==> src/hw/emc_pkg.sv <==
package emc_pkg;

  // ****************************************************************
  // register map (word index on the plain register port)
  // ****************************************************************
  localparam logic [3:0] EMC_ADDR_CTRL = 4'h0;      // modes, default nibble
  localparam logic [3:0] EMC_ADDR_SLOT = 4'h1;      // slot type write port
  localparam logic [3:0] EMC_ADDR_MGMT = 4'h2;      // management slot control
  localparam logic [3:0] EMC_ADDR_AMASK = 4'h3;     // alarm event mask
  localparam logic [3:0] EMC_ADDR_STAT = 4'h4;      // sticky event status
  localparam logic [3:0] EMC_ADDR_IMASK = 4'h5;     // interrupt mask
  localparam logic [3:0] EMC_ADDR_LEVEL = 4'h6;     // live lead state
  localparam logic [3:0] EMC_ADDR_ALOG = 4'h7;      // alarm log (sticky)
  localparam logic [3:0] EMC_ADDR_SLOTRD = 4'h8;    // slot type read-back

  // ****************************************************************
  // control field layout
  // ****************************************************************
  localparam int EMC_CTRL_RXMODE_LSB = 0;           // 2 bits receive mode
  localparam int EMC_CTRL_OOS_LSB = 2;              // 2 bits out-of-service method
  localparam int EMC_CTRL_DEFNIB_LSB = 4;           // 4 bits default nibble
  localparam int EMC_CTRL_MBIT_LSB = 8;             // index of m-lead bit
  localparam int EMC_CTRL_LAW_BIT = 10;             // read-only a-law flag
  localparam int EMC_MGMT_EN_BIT = 0;               // management slot enable
  localparam int EMC_MGMT_SLOT_LSB = 8;             // management slot number
  localparam int EMC_NISTAT = 3;                    // sticky status bits
  localparam logic [3:0] EMC_DEFNIB_RESET = 4'h0;
  localparam logic [1:0] EMC_MBIT_RESET = 2'h3;     // m lead on bit a
  localparam logic EMC_ALAW = 1'b1;                 // e1 voice always a-law

  // ****************************************************************
  // slot table
  // ****************************************************************
  localparam int EMC_NSLOT = 32;
  localparam int EMC_SLOTW = 3;
  localparam logic [2:0] EMC_SLOT_UNASSIGNED = 3'h0;
  localparam logic [2:0] EMC_SLOT_MGMT = 3'h7;      // management_slot_type
  localparam logic [4:0] EMC_SLOT_ALL = 5'h00;      // slot 0 means all slots
  localparam int EMC_SLOT_NUM_LSB = 0;              // slot write: slot number
  localparam int EMC_SLOT_TYPE_LSB = 8;             // slot write: slot type

  // ****************************************************************
  // events and timing
  // ****************************************************************
  localparam int EMC_NEVT = 11;
  localparam int EMC_CLK_HZ = 25000000;
  localparam int EMC_OOS_HOLD_MS = 2500;            // 2.5 s first phase
  localparam int EMC_OOS_HOLD_CYC = EMC_CLK_HZ / 1000 * EMC_OOS_HOLD_MS;

  typedef enum logic [1:0] {EMC_RX_A, EMC_RX_A_INV, EMC_RX_B, EMC_RX_B_INV} emc_rxmode_e;
  typedef enum logic [1:0] {EMC_OOS_IDLE, EMC_OOS_BUSY, EMC_OOS_IDLE_BUSY,
    EMC_OOS_BUSY_IDLE} emc_oos_e;
  typedef enum {EMC_ST_NORMAL, EMC_ST_FIRST, EMC_ST_SECOND} emc_state_e;

  // register port request
  typedef struct packed {
    logic [3:0] addr;
    logic [31:0] wdata;
    logic wr;
    logic rd;
  } emc_bus_s;

  // e1 event inputs, one pulse per event class
  typedef struct packed {
    logic ais;
    logic remote_mf;
    logic local_mf;
    logic local_sync;
    logic remote_sync;
    logic signal_loss;
    logic excess_err;
    logic crc4;
    logic excess_bpv;
    logic bpv;
    logic slip;
  } emc_evt_s;

endpackage

==> src/hw/emc_mapper.sv <==
`timescale 1ns/1ps
// Function
// - a bit straight: e active when a=1
// - a bit inverted: e active when a=0
// - b bit straight: e active when b=1
// - b bit inverted: e active when b=0
// - non-m transmit bits take default nibble
// - forced idle holds e inactive during oos
// - forced busy holds e active during oos
// - two-phase patterns switch after 2.5 seconds
// - e1 voice channels use a-law
// - per-slot type; slot 0 sets all
// - masked e1 events kept out of log
// - management slot disabled at reset, ip only
module emc_mapper import emc_pkg::*; #(
  parameter int HOLD_CYC = EMC_OOS_HOLD_CYC
) (
  input wire logic core_clk,
  input wire logic reset,
  input wire emc_bus_s bus,
  output logic [31:0] rdata,
  input wire logic [3:0] rx_signaling_nibble,
  input wire logic m_lead,
  input wire logic link_oos,
  input wire emc_evt_s evt,
  output logic e_lead,
  output logic [3:0] tx_signaling_nibble,
  output logic alaw_select,
  output logic mgmt_enable,
  output logic [4:0] mgmt_slot,
  output logic alarm_log_pulse,
  output logic [EMC_NEVT-1:0] alarm_log_evt,
  output logic irq
);

  initial
  begin
    if (HOLD_CYC < 2) $error("emc_mapper: HOLD_CYC too small");
  end

  // ****************************************************************
  // notes
  // ****************************************************************
  // the e lead and the transmit nibble are registered, so each change on
  // the link side shows one cycle later, the same on the level register.
  // the slot table only records types; steering voice or data through the
  // slots is done elsewhere, so a retype here moves no traffic by itself.
  // the phase timer counts core clocks, so HOLD_CYC must follow the real
  // clock rate; at 25 MHz it needs a 26-bit count, the 32-bit one is spare.

  // ****************************************************************
  // state
  // ****************************************************************
  typedef struct packed {
    // configuration written by software
    logic [1:0] rxmode;
    logic [1:0] oos_mode;
    logic [3:0] def_nib;
    logic [1:0] mbit;
    logic [EMC_NSLOT-1:0][EMC_SLOTW-1:0] slot_type;
    logic mgmt_en;
    logic [4:0] mgmt_slot;
    // event masks and sticky records
    logic [EMC_NEVT-1:0] amask;
    logic [EMC_NEVT-1:0] alog;
    logic [2:0] istat;        // oos enter, oos leave, logged event
    logic [2:0] imask;
    logic [4:0] slot_sel;     // slot shown on read-back
    // lead state and registered outputs
    emc_state_e st;
    logic e_q;
    logic [3:0] tx_q;
    logic log_pulse;
    logic [EMC_NEVT-1:0] log_evt;
    logic [31:0] rdata;
  } emc_state_s;

  emc_state_s state_reg;
  emc_state_s state_next;
  logic phase_over;           // first out-of-service phase has run out
  logic mapped_e;             // e lead from received bits alone
  logic [EMC_NEVT-1:0] evt_vec;
  logic [EMC_NEVT-1:0] evt_kept;
  logic [EMC_NSLOT-1:0] slot_wr; // slots hit by the current slot write

  // select and optionally invert the received a or b bit
  function automatic logic map_rx(input logic [1:0] mode, input logic [3:0] nib);
    logic a_bit;
    logic b_bit;
    a_bit = nib[3];
    b_bit = nib[2];
    case (mode)
      EMC_RX_A: map_rx = a_bit;
      EMC_RX_A_INV: map_rx = ~a_bit;
      EMC_RX_B: map_rx = b_bit;
      default: map_rx = ~b_bit;
    endcase
  endfunction

  // slot number carried by a slot-table write
  function automatic logic [4:0] slot_field(input logic [31:0] w);
    slot_field = w[EMC_SLOT_NUM_LSB +: 5];
  endfunction

  // slot type carried by a slot-table write
  function automatic logic [EMC_SLOTW-1:0] type_field(input logic [31:0] w);
    type_field = w[EMC_SLOT_TYPE_LSB +: EMC_SLOTW];
  endfunction

  // ****************************************************************
  // helpers
  // ****************************************************************
  // the timer restarts whenever the link returns, so a short recovery
  // followed by a new outage always begins with a full first phase
  emc_oos_timer #(.HOLD_CYC(HOLD_CYC)) u_timer (
    .core_clk(core_clk),
    .reset(reset),
    .run(link_oos),
    .expired(phase_over)
  );

  assign mapped_e = map_rx(state_reg.rxmode, rx_signaling_nibble);
  assign evt_vec = evt;
  assign evt_kept = evt_vec & ~state_reg.amask;

  // ****************************************************************
  // slot table write decode
  // ****************************************************************
  // one select per slot; slot number 0 in the request hits every slot,
  // so a single write retypes the whole frame
  for (genvar g = 0; g < EMC_NSLOT; g++)
  begin : g_slot_wr
    assign slot_wr[g] = bus.wr && bus.addr == EMC_ADDR_SLOT &&
      (slot_field(bus.wdata) == EMC_SLOT_ALL || slot_field(bus.wdata) == 5'(g));
  end

  // ****************************************************************
  // next state
  // ****************************************************************
  always_comb
  begin
    state_next = state_reg;
    state_next.log_pulse = 1'b0;
    state_next.rdata = 32'h0;

    // out-of-service tracking
    // normal: link in service; first: timed first phase of an outage;
    // second: phase after the timer ran out, kept until the link returns.
    // the fixed patterns walk the same states but ignore the phase
    case (state_reg.st)
      EMC_ST_NORMAL:
      begin
        if (link_oos)
          state_next.st = EMC_ST_FIRST;
      end
      EMC_ST_FIRST:
      begin
        if (!link_oos)
          state_next.st = EMC_ST_NORMAL;
        else if (phase_over)
          state_next.st = EMC_ST_SECOND;
      end
      EMC_ST_SECOND:
      begin
        if (!link_oos)
          state_next.st = EMC_ST_NORMAL;
      end
      default: state_next.st = EMC_ST_NORMAL;
    endcase

    // e lead: forcing first, mapping otherwise
    // received bits are ignored for the whole outage, noise included
    if (link_oos)
    begin
      case (state_reg.oos_mode)
        EMC_OOS_IDLE: state_next.e_q = 1'b0;
        EMC_OOS_BUSY: state_next.e_q = 1'b1;
        EMC_OOS_IDLE_BUSY: state_next.e_q = (state_next.st == EMC_ST_SECOND);
        default: state_next.e_q = (state_next.st != EMC_ST_SECOND);
      endcase
    end
    else
      state_next.e_q = mapped_e;

    // transmit nibble: m lead on its bit, default elsewhere
    state_next.tx_q = state_reg.def_nib;
    // the m bit index names the nibble bit directly, 3 being the a bit
    state_next.tx_q[state_reg.mbit] = m_lead;

    // alarm log takes only unmasked events
    // a masked event leaves neither a pulse nor a log bit behind
    if (|evt_kept)
    begin
      state_next.log_pulse = 1'b1;
      state_next.log_evt = evt_kept;
      state_next.alog = state_reg.alog | evt_kept;
    end

    // register writes
    if (bus.wr)
    begin
      case (bus.addr)
        EMC_ADDR_CTRL:
        begin
          // a mode change takes effect on the next clock, with or without a new nibble
          state_next.rxmode = bus.wdata[EMC_CTRL_RXMODE_LSB +: 2];
          state_next.oos_mode = bus.wdata[EMC_CTRL_OOS_LSB +: 2];
          state_next.def_nib = bus.wdata[EMC_CTRL_DEFNIB_LSB +: 4];
          state_next.mbit = bus.wdata[EMC_CTRL_MBIT_LSB +: 2];
        end
        EMC_ADDR_SLOT:
        begin
          // every selected slot takes the new type at once
          for (int i = 0; i < EMC_NSLOT; i++)
          begin
            if (slot_wr[i])
              state_next.slot_type[i] = type_field(bus.wdata);
          end
          // the read-back port shows the slot named by the last write
          state_next.slot_sel = slot_field(bus.wdata);
        end
        EMC_ADDR_MGMT:
        begin
          // the management slot stays off until software sets the enable
          state_next.mgmt_en = bus.wdata[EMC_MGMT_EN_BIT];
          state_next.mgmt_slot = bus.wdata[EMC_MGMT_SLOT_LSB +: 5];
        end
        EMC_ADDR_AMASK: state_next.amask = bus.wdata[EMC_NEVT-1:0];
        EMC_ADDR_IMASK: state_next.imask = bus.wdata[EMC_NISTAT-1:0];
        default: ;                                 // unmapped writes ignored
      endcase
    end

    // register reads; reading status or log clears it
    // rdata drops back to zero after its one answer cycle, so a bus that
    // ors several slaves together needs no extra gating
    if (bus.rd)
    begin
      case (bus.addr)
        EMC_ADDR_CTRL: state_next.rdata = {21'h0, EMC_ALAW, state_reg.mbit,
          state_reg.def_nib, state_reg.oos_mode, state_reg.rxmode};
        EMC_ADDR_SLOTRD: state_next.rdata = {29'h0, state_reg.slot_type[state_reg.slot_sel]};
        EMC_ADDR_MGMT: state_next.rdata = {19'h0, state_reg.mgmt_slot, 7'h0, state_reg.mgmt_en};
        EMC_ADDR_AMASK: state_next.rdata = {21'h0, state_reg.amask};
        EMC_ADDR_STAT: state_next.rdata = {29'h0, state_reg.istat};
        EMC_ADDR_IMASK: state_next.rdata = {29'h0, state_reg.imask};
        // live view: phase, link state, e lead and the transmit nibble
        EMC_ADDR_LEVEL: state_next.rdata = {25'h0, state_reg.st == EMC_ST_SECOND,
          link_oos, state_reg.e_q, state_reg.tx_q};
        EMC_ADDR_ALOG: state_next.rdata = {21'h0, state_reg.alog};
        default: state_next.rdata = 32'h0;
      endcase
      if (bus.addr == EMC_ADDR_STAT)
        state_next.istat = 3'h0;
      if (bus.addr == EMC_ADDR_ALOG)
        state_next.alog = evt_kept;                // set wins over clear
    end

    // sticky events, set after any clear so the set wins
    // an event in the very cycle of the clearing read is never lost
    if (link_oos && state_reg.st == EMC_ST_NORMAL)
      state_next.istat[0] = 1'b1;
    if (!link_oos && state_reg.st != EMC_ST_NORMAL)
      state_next.istat[1] = 1'b1;
    if (|evt_kept)
      state_next.istat[2] = 1'b1;
  end

  // ****************************************************************
  // registers
  // ****************************************************************
  // synchronous reset; the struct clears first, then def_nib, mbit, st and
  // mgmt_en are given their reset values, of which only mbit is not zero
  always_ff @(posedge core_clk)
  begin
    if (reset)
    begin
      state_reg <= '0;
      state_reg.def_nib <= EMC_DEFNIB_RESET;
      state_reg.mbit <= EMC_MBIT_RESET;
      state_reg.st <= EMC_ST_NORMAL;
      state_reg.mgmt_en <= 1'b0;
    end
    else
      state_reg <= state_next;
  end

  // ****************************************************************
  // outputs
  // ****************************************************************
  // lead and nibble come straight from flip-flops, free of glitches
  assign e_lead = state_reg.e_q;
  assign tx_signaling_nibble = state_reg.tx_q;
  // e1 voice is always a-law; no other companding path is built
  assign alaw_select = EMC_ALAW;
  // management slot only reported when enabled and typed for ip use
  assign mgmt_enable = state_reg.mgmt_en &&
    state_reg.slot_type[state_reg.mgmt_slot] == EMC_SLOT_MGMT;
  assign mgmt_slot = state_reg.mgmt_slot;
  assign alarm_log_pulse = state_reg.log_pulse;
  assign alarm_log_evt = state_reg.log_evt;
  // level interrupt, high while an unmasked sticky bit is set
  assign irq = |(state_reg.istat & state_reg.imask);
  assign rdata = state_reg.rdata;

endmodule // emc_mapper

==> src/hw/emc_oos_timer.sv <==
`timescale 1ns/1ps
// ****************************************************************
// phase timer for the two-phase out-of-service patterns
// ****************************************************************
module emc_oos_timer import emc_pkg::*; #(
  parameter int HOLD_CYC = EMC_OOS_HOLD_CYC
) (
  input wire logic core_clk,
  input wire logic reset,
  input wire logic run,
  output logic expired
);

  initial
  begin
    if (HOLD_CYC < 2) $error("emc_oos_timer: HOLD_CYC too small");
  end

  // timer state held as one struct
  typedef struct packed {
    logic [31:0] cnt;
    logic done;
  } emc_tmr_s;

  emc_tmr_s state_reg;
  emc_tmr_s state_next;

  // count while run is high; restart the moment run drops
  always_comb
  begin
    state_next = state_reg;
    if (!run)
    begin
      state_next.cnt = 32'h0;
      state_next.done = 1'b0;
    end
    else if (!state_reg.done)
    begin
      if (state_reg.cnt == 32'(HOLD_CYC - 1))
        state_next.done = 1'b1;
      else
        state_next.cnt = state_reg.cnt + 32'h1;
    end
  end

  // register the struct
  always_ff @(posedge core_clk)
  begin
    if (reset)
      state_reg <= '0;
    else
      state_reg <= state_next;
  end

  assign expired = state_reg.done;

endmodule // emc_oos_timer

==> config.mk <==
export PLATFORM = sky130hd
export DESIGN_NAME = emc_mapper
export DESIGN_NICKNAME = d
export VERILOG_FILES = /design/src/hw/emc_pkg.sv /design/src/hw/emc_mapper.sv /design/src/hw/emc_oos_timer.sv
export SDC_FILE = /design/constraint.sdc
export NUM_CORES = 1
export LEC_CHECK = 0
export ABC_AREA = 1
export BUFFER_PORTS_ARGS = -buffer_cell sky130_fd_sc_hd__buf_2
export CAP_MARGIN = 20
export CORE_MARGIN = 2
export CORE_UTILIZATION = 52
export CTS_BUF_LIST = sky130_fd_sc_hd__clkbuf_16
export DETAILED_ROUTE_END_ITERATION = 8
export PLACE_DENSITY = 0.74
export SLEW_MARGIN = 20
export SYNTH_ARGS = -nofsm -noshare
export SYNTH_HDL_FRONTEND = slang
export SYNTH_HIERARCHICAL = 1
export SYNTH_SLANG_ARGS = --single-unit
==> constraint.sdc <==
create_clock -name core_clk -period 1.8 [get_ports core_clk]
set_clock_uncertainty 0.05 [all_clocks]
set_input_delay 0 -clock core_clk [delete_from_list [all_inputs] [get_ports core_clk]]
set_output_delay 0 -clock core_clk [all_outputs]
set_load 0.05 [all_outputs]
==> results_dict.tcl <==
set metrics [dict create \
    hold_viol 0 \
    end_kind "primary output" \
    wire_per_inst_um 16.1 \
    path_class "flop to primary output" \
    arrival_ns 2.02 \
    core.rowCount 55 \
    maxCapViolations 0 \
    violations "negative setup slack" \
    placed_cell_area_mm2 0.0125 \
    synth_fa_ha_area_frac 0.00106 \
    htreeDepth 1 \
    netlist.top_cell.by_area "dfxtp_1" \
    ys_seq_area_frac 0.407 \
    layout_common_cells "354 x nand2_1, 237 x dfxtp_1, 202 x a21oi_1" \
    clock_latency_ns 0.54 \
    dp_hpwl_um 23600 \
    syn_inst 1677 \
    synthToLayoutAreaGrowth_pct 18.2 \
    hp-class "input pin to flop" \
    gp_congestion 1.01 \
    die_x_um 155 \
    synth_top_area_share 0.407 \
    synth-async-reset-ratio 0 \
    antenna_found_initial 0 \
    synth_xor_xnor_area_share 0.00743 \
    r2r_slack_ns 0.10 \
    rr_startpoint "u_timer/state_reg[17]$_SDFFE_PP0P_" \
    grt_pass1_wl_um 53700 \
    synth-seq-cells 240 \
    worstSetupStartpoint "mgmt_slot[1]$_SDFFE_PP0P_" \
    routed_wl_um 33900 \
    drcViolationCount 0 \
    io_buffers 72 \
    yosys_most_used_dff "dfxtp_1" \
    drtIter0Drc 963 \
    setup_tns_ns -0.274 \
    fin_crit_sh 1.15 \
    tightest_slew_ns 0.723 \
    vias 11600 \
    ir_worst_vdd_mv 0.756 \
    final-setup-viol-count 1 \
    layout_commonest_cell "nand2_1" \
    clockRootBuffer "clkbuf_16" \
    largest_register_ffs 172 \
    clkTransAtPathRegs_ns 0.07 \
    viasPerCell 5.50 \
    clk_path_buf_depth 3 \
    hold_start "bus[7]" \
    n_antenna_cell 0 \
    slew_headroom 0.517 \
    power_density_mw_per_mm2 827 \
    die_y_um 155 \
    outcome "finished, violations left" \
    critPathRequiredTime_ns 1.75 \
    layout_min_cycle_time_ns 2.07 \
    synth_simple_gate_area_frac 0.265 \
    yosys-top-cells-area "dfxtp_1 41%, nand2_1 11%, a21oi_1 8.7%" \
    die_area_mm2 0.0239 \
    startpoint_type "flop" \
    cts_tree "yes" \
    fmaxAchievable_ghz 0.482 \
    setup_ws_ns -0.274 \
    netlist_area_mm2 0.0118 \
    synth_cell_types 52 \
    grtUsageTotal 0.274 \
    synth_compound_area_frac 0.201 \
    drt_pass1_iterations 5 \
    cts_inserted_buffers 26 \
    fin_area_mm2 0.0139 \
    finalNetCount 1869 \
    muxShareOfSynthArea 0 \
    overflow 0 \
    synth.avg_cell_area_um2 7.03 \
    synth_top_family_by_area "simple AND/OR/NAND/NOR gates" \
    grt_pass1_vias 10600 \
    yosysWarnings 6 \
    ioPinCount 114 \
    crit_fanout 6 \
    pre_cts_ws_ns 0.0627 \
    rsz0062_at_grt "yes" \
    coreArea_mm2 0.0224 \
    drtAntennaViolNets 0 \
    start_util 0.526 \
    synth_edf_count 0 \
    total_power_mw 11.5 \
    leakage_nw 5.50 \
    clock_sinks 240 \
    grt_max_degree 66 \
    drive_gt1_frac 0.142 \
    slew_violations 0 \
]
==> through the flow <==
stage	util	hold slack (ns)	instances
finish	0.621	0.241	2113
floorplan	-	0.0758	1725
global route	0.621	0.280	2113
CTS	0.612	0.0102	2105
detailed placement	0.557	0.245	2021
global placement	0.557	0.231	2021
==> area by class of cell <==
cell class	instances	area (um^2)
clock buffer	26	651
timing repair buffer	180	1370
multi-input combinational	1189	5940
sequential	240	4810
tap	285	357
fill	1995	8500
clock inverter	19	150
inverter	174	667
==> routing by layer <==
layer  wire, um  vias up  track usage
met3       2500       97       0.0460
met1      14500     5340        0.365
met4       1190        0       0.0966
li1           -     5740            -
met2      15800      443        0.452
met5          0        -            0
==> where the power goes <==
part,total [mW],internal (mW),switching (mW)
clock network,5.09,2.90,2.20
logic,0.958,0.277,0.681
registers,5.47,5.42,0.0526
total,11.5,8.60,2.93
==> path summary, 6_finish.rpt <==
path                                                      endpoint  cells past startpoint
worst max-delay path                                   mgmt_enable                      8
worst min-delay path                   state_reg[108]$_SDFFE_PP0P_                      4
worst max register to register  u_timer/state_reg[20]$_SDFFE_PP0P_                     10
worst min register to register       alarm_log_evt[6]$_SDFFE_PP0N_                      2
==> Yosys cell counts (all sizes together) (2+ instances only) <==
master and number:
a21oi 210, o211ai 7, o21ai 151, o22ai 6, inv 172, dfxtp 240
nor2 160, nor3 12, xnor2 2, o221ai 2, nand4 38, o21a 12
nor4 3, a221oi 7, conb 2, clkinv 2, clkbuf 51, a31oi 8
nand3 131, buf 74, a211oi 9, nand2 362, xor2 8
==> critical path, cell delays in order (launching register included) <==
cell     delay (ns)
dfxtp_4        0.39
buf_6          0.15
nand4_1        0.12
nand3_1        0.12
nand3_1        0.10
nand3_2        0.11
nand3_1        0.12
a21oi_4        0.19
buf_6          0.17
==> timing repair <==
item / 4_1_cts / 5_1_grt
hold buffers: 39 / 1
endpoints found under the setup margin: 1 / 64
buffers inserted: 0 / 5
gates cloned: 0 / 3
hold endpoints to repair: 100 / 1
resized for setup: 11 / 34
pin swaps: 4 / 11
==> cell families (layout without fill, tap and decap cells) <==
logic type               after synthesis  count (layout)
AND/OR/NAND/NOR                      708             711
XOR/XNOR                              10              10
AO/OA/AOI/OAI                        417             417
flip-flops                           240             240
adder cells (fa/ha/maj)                1               1
other                                  2              50
buffers and inverters                299             399
(Power assumes the default switching activity.)
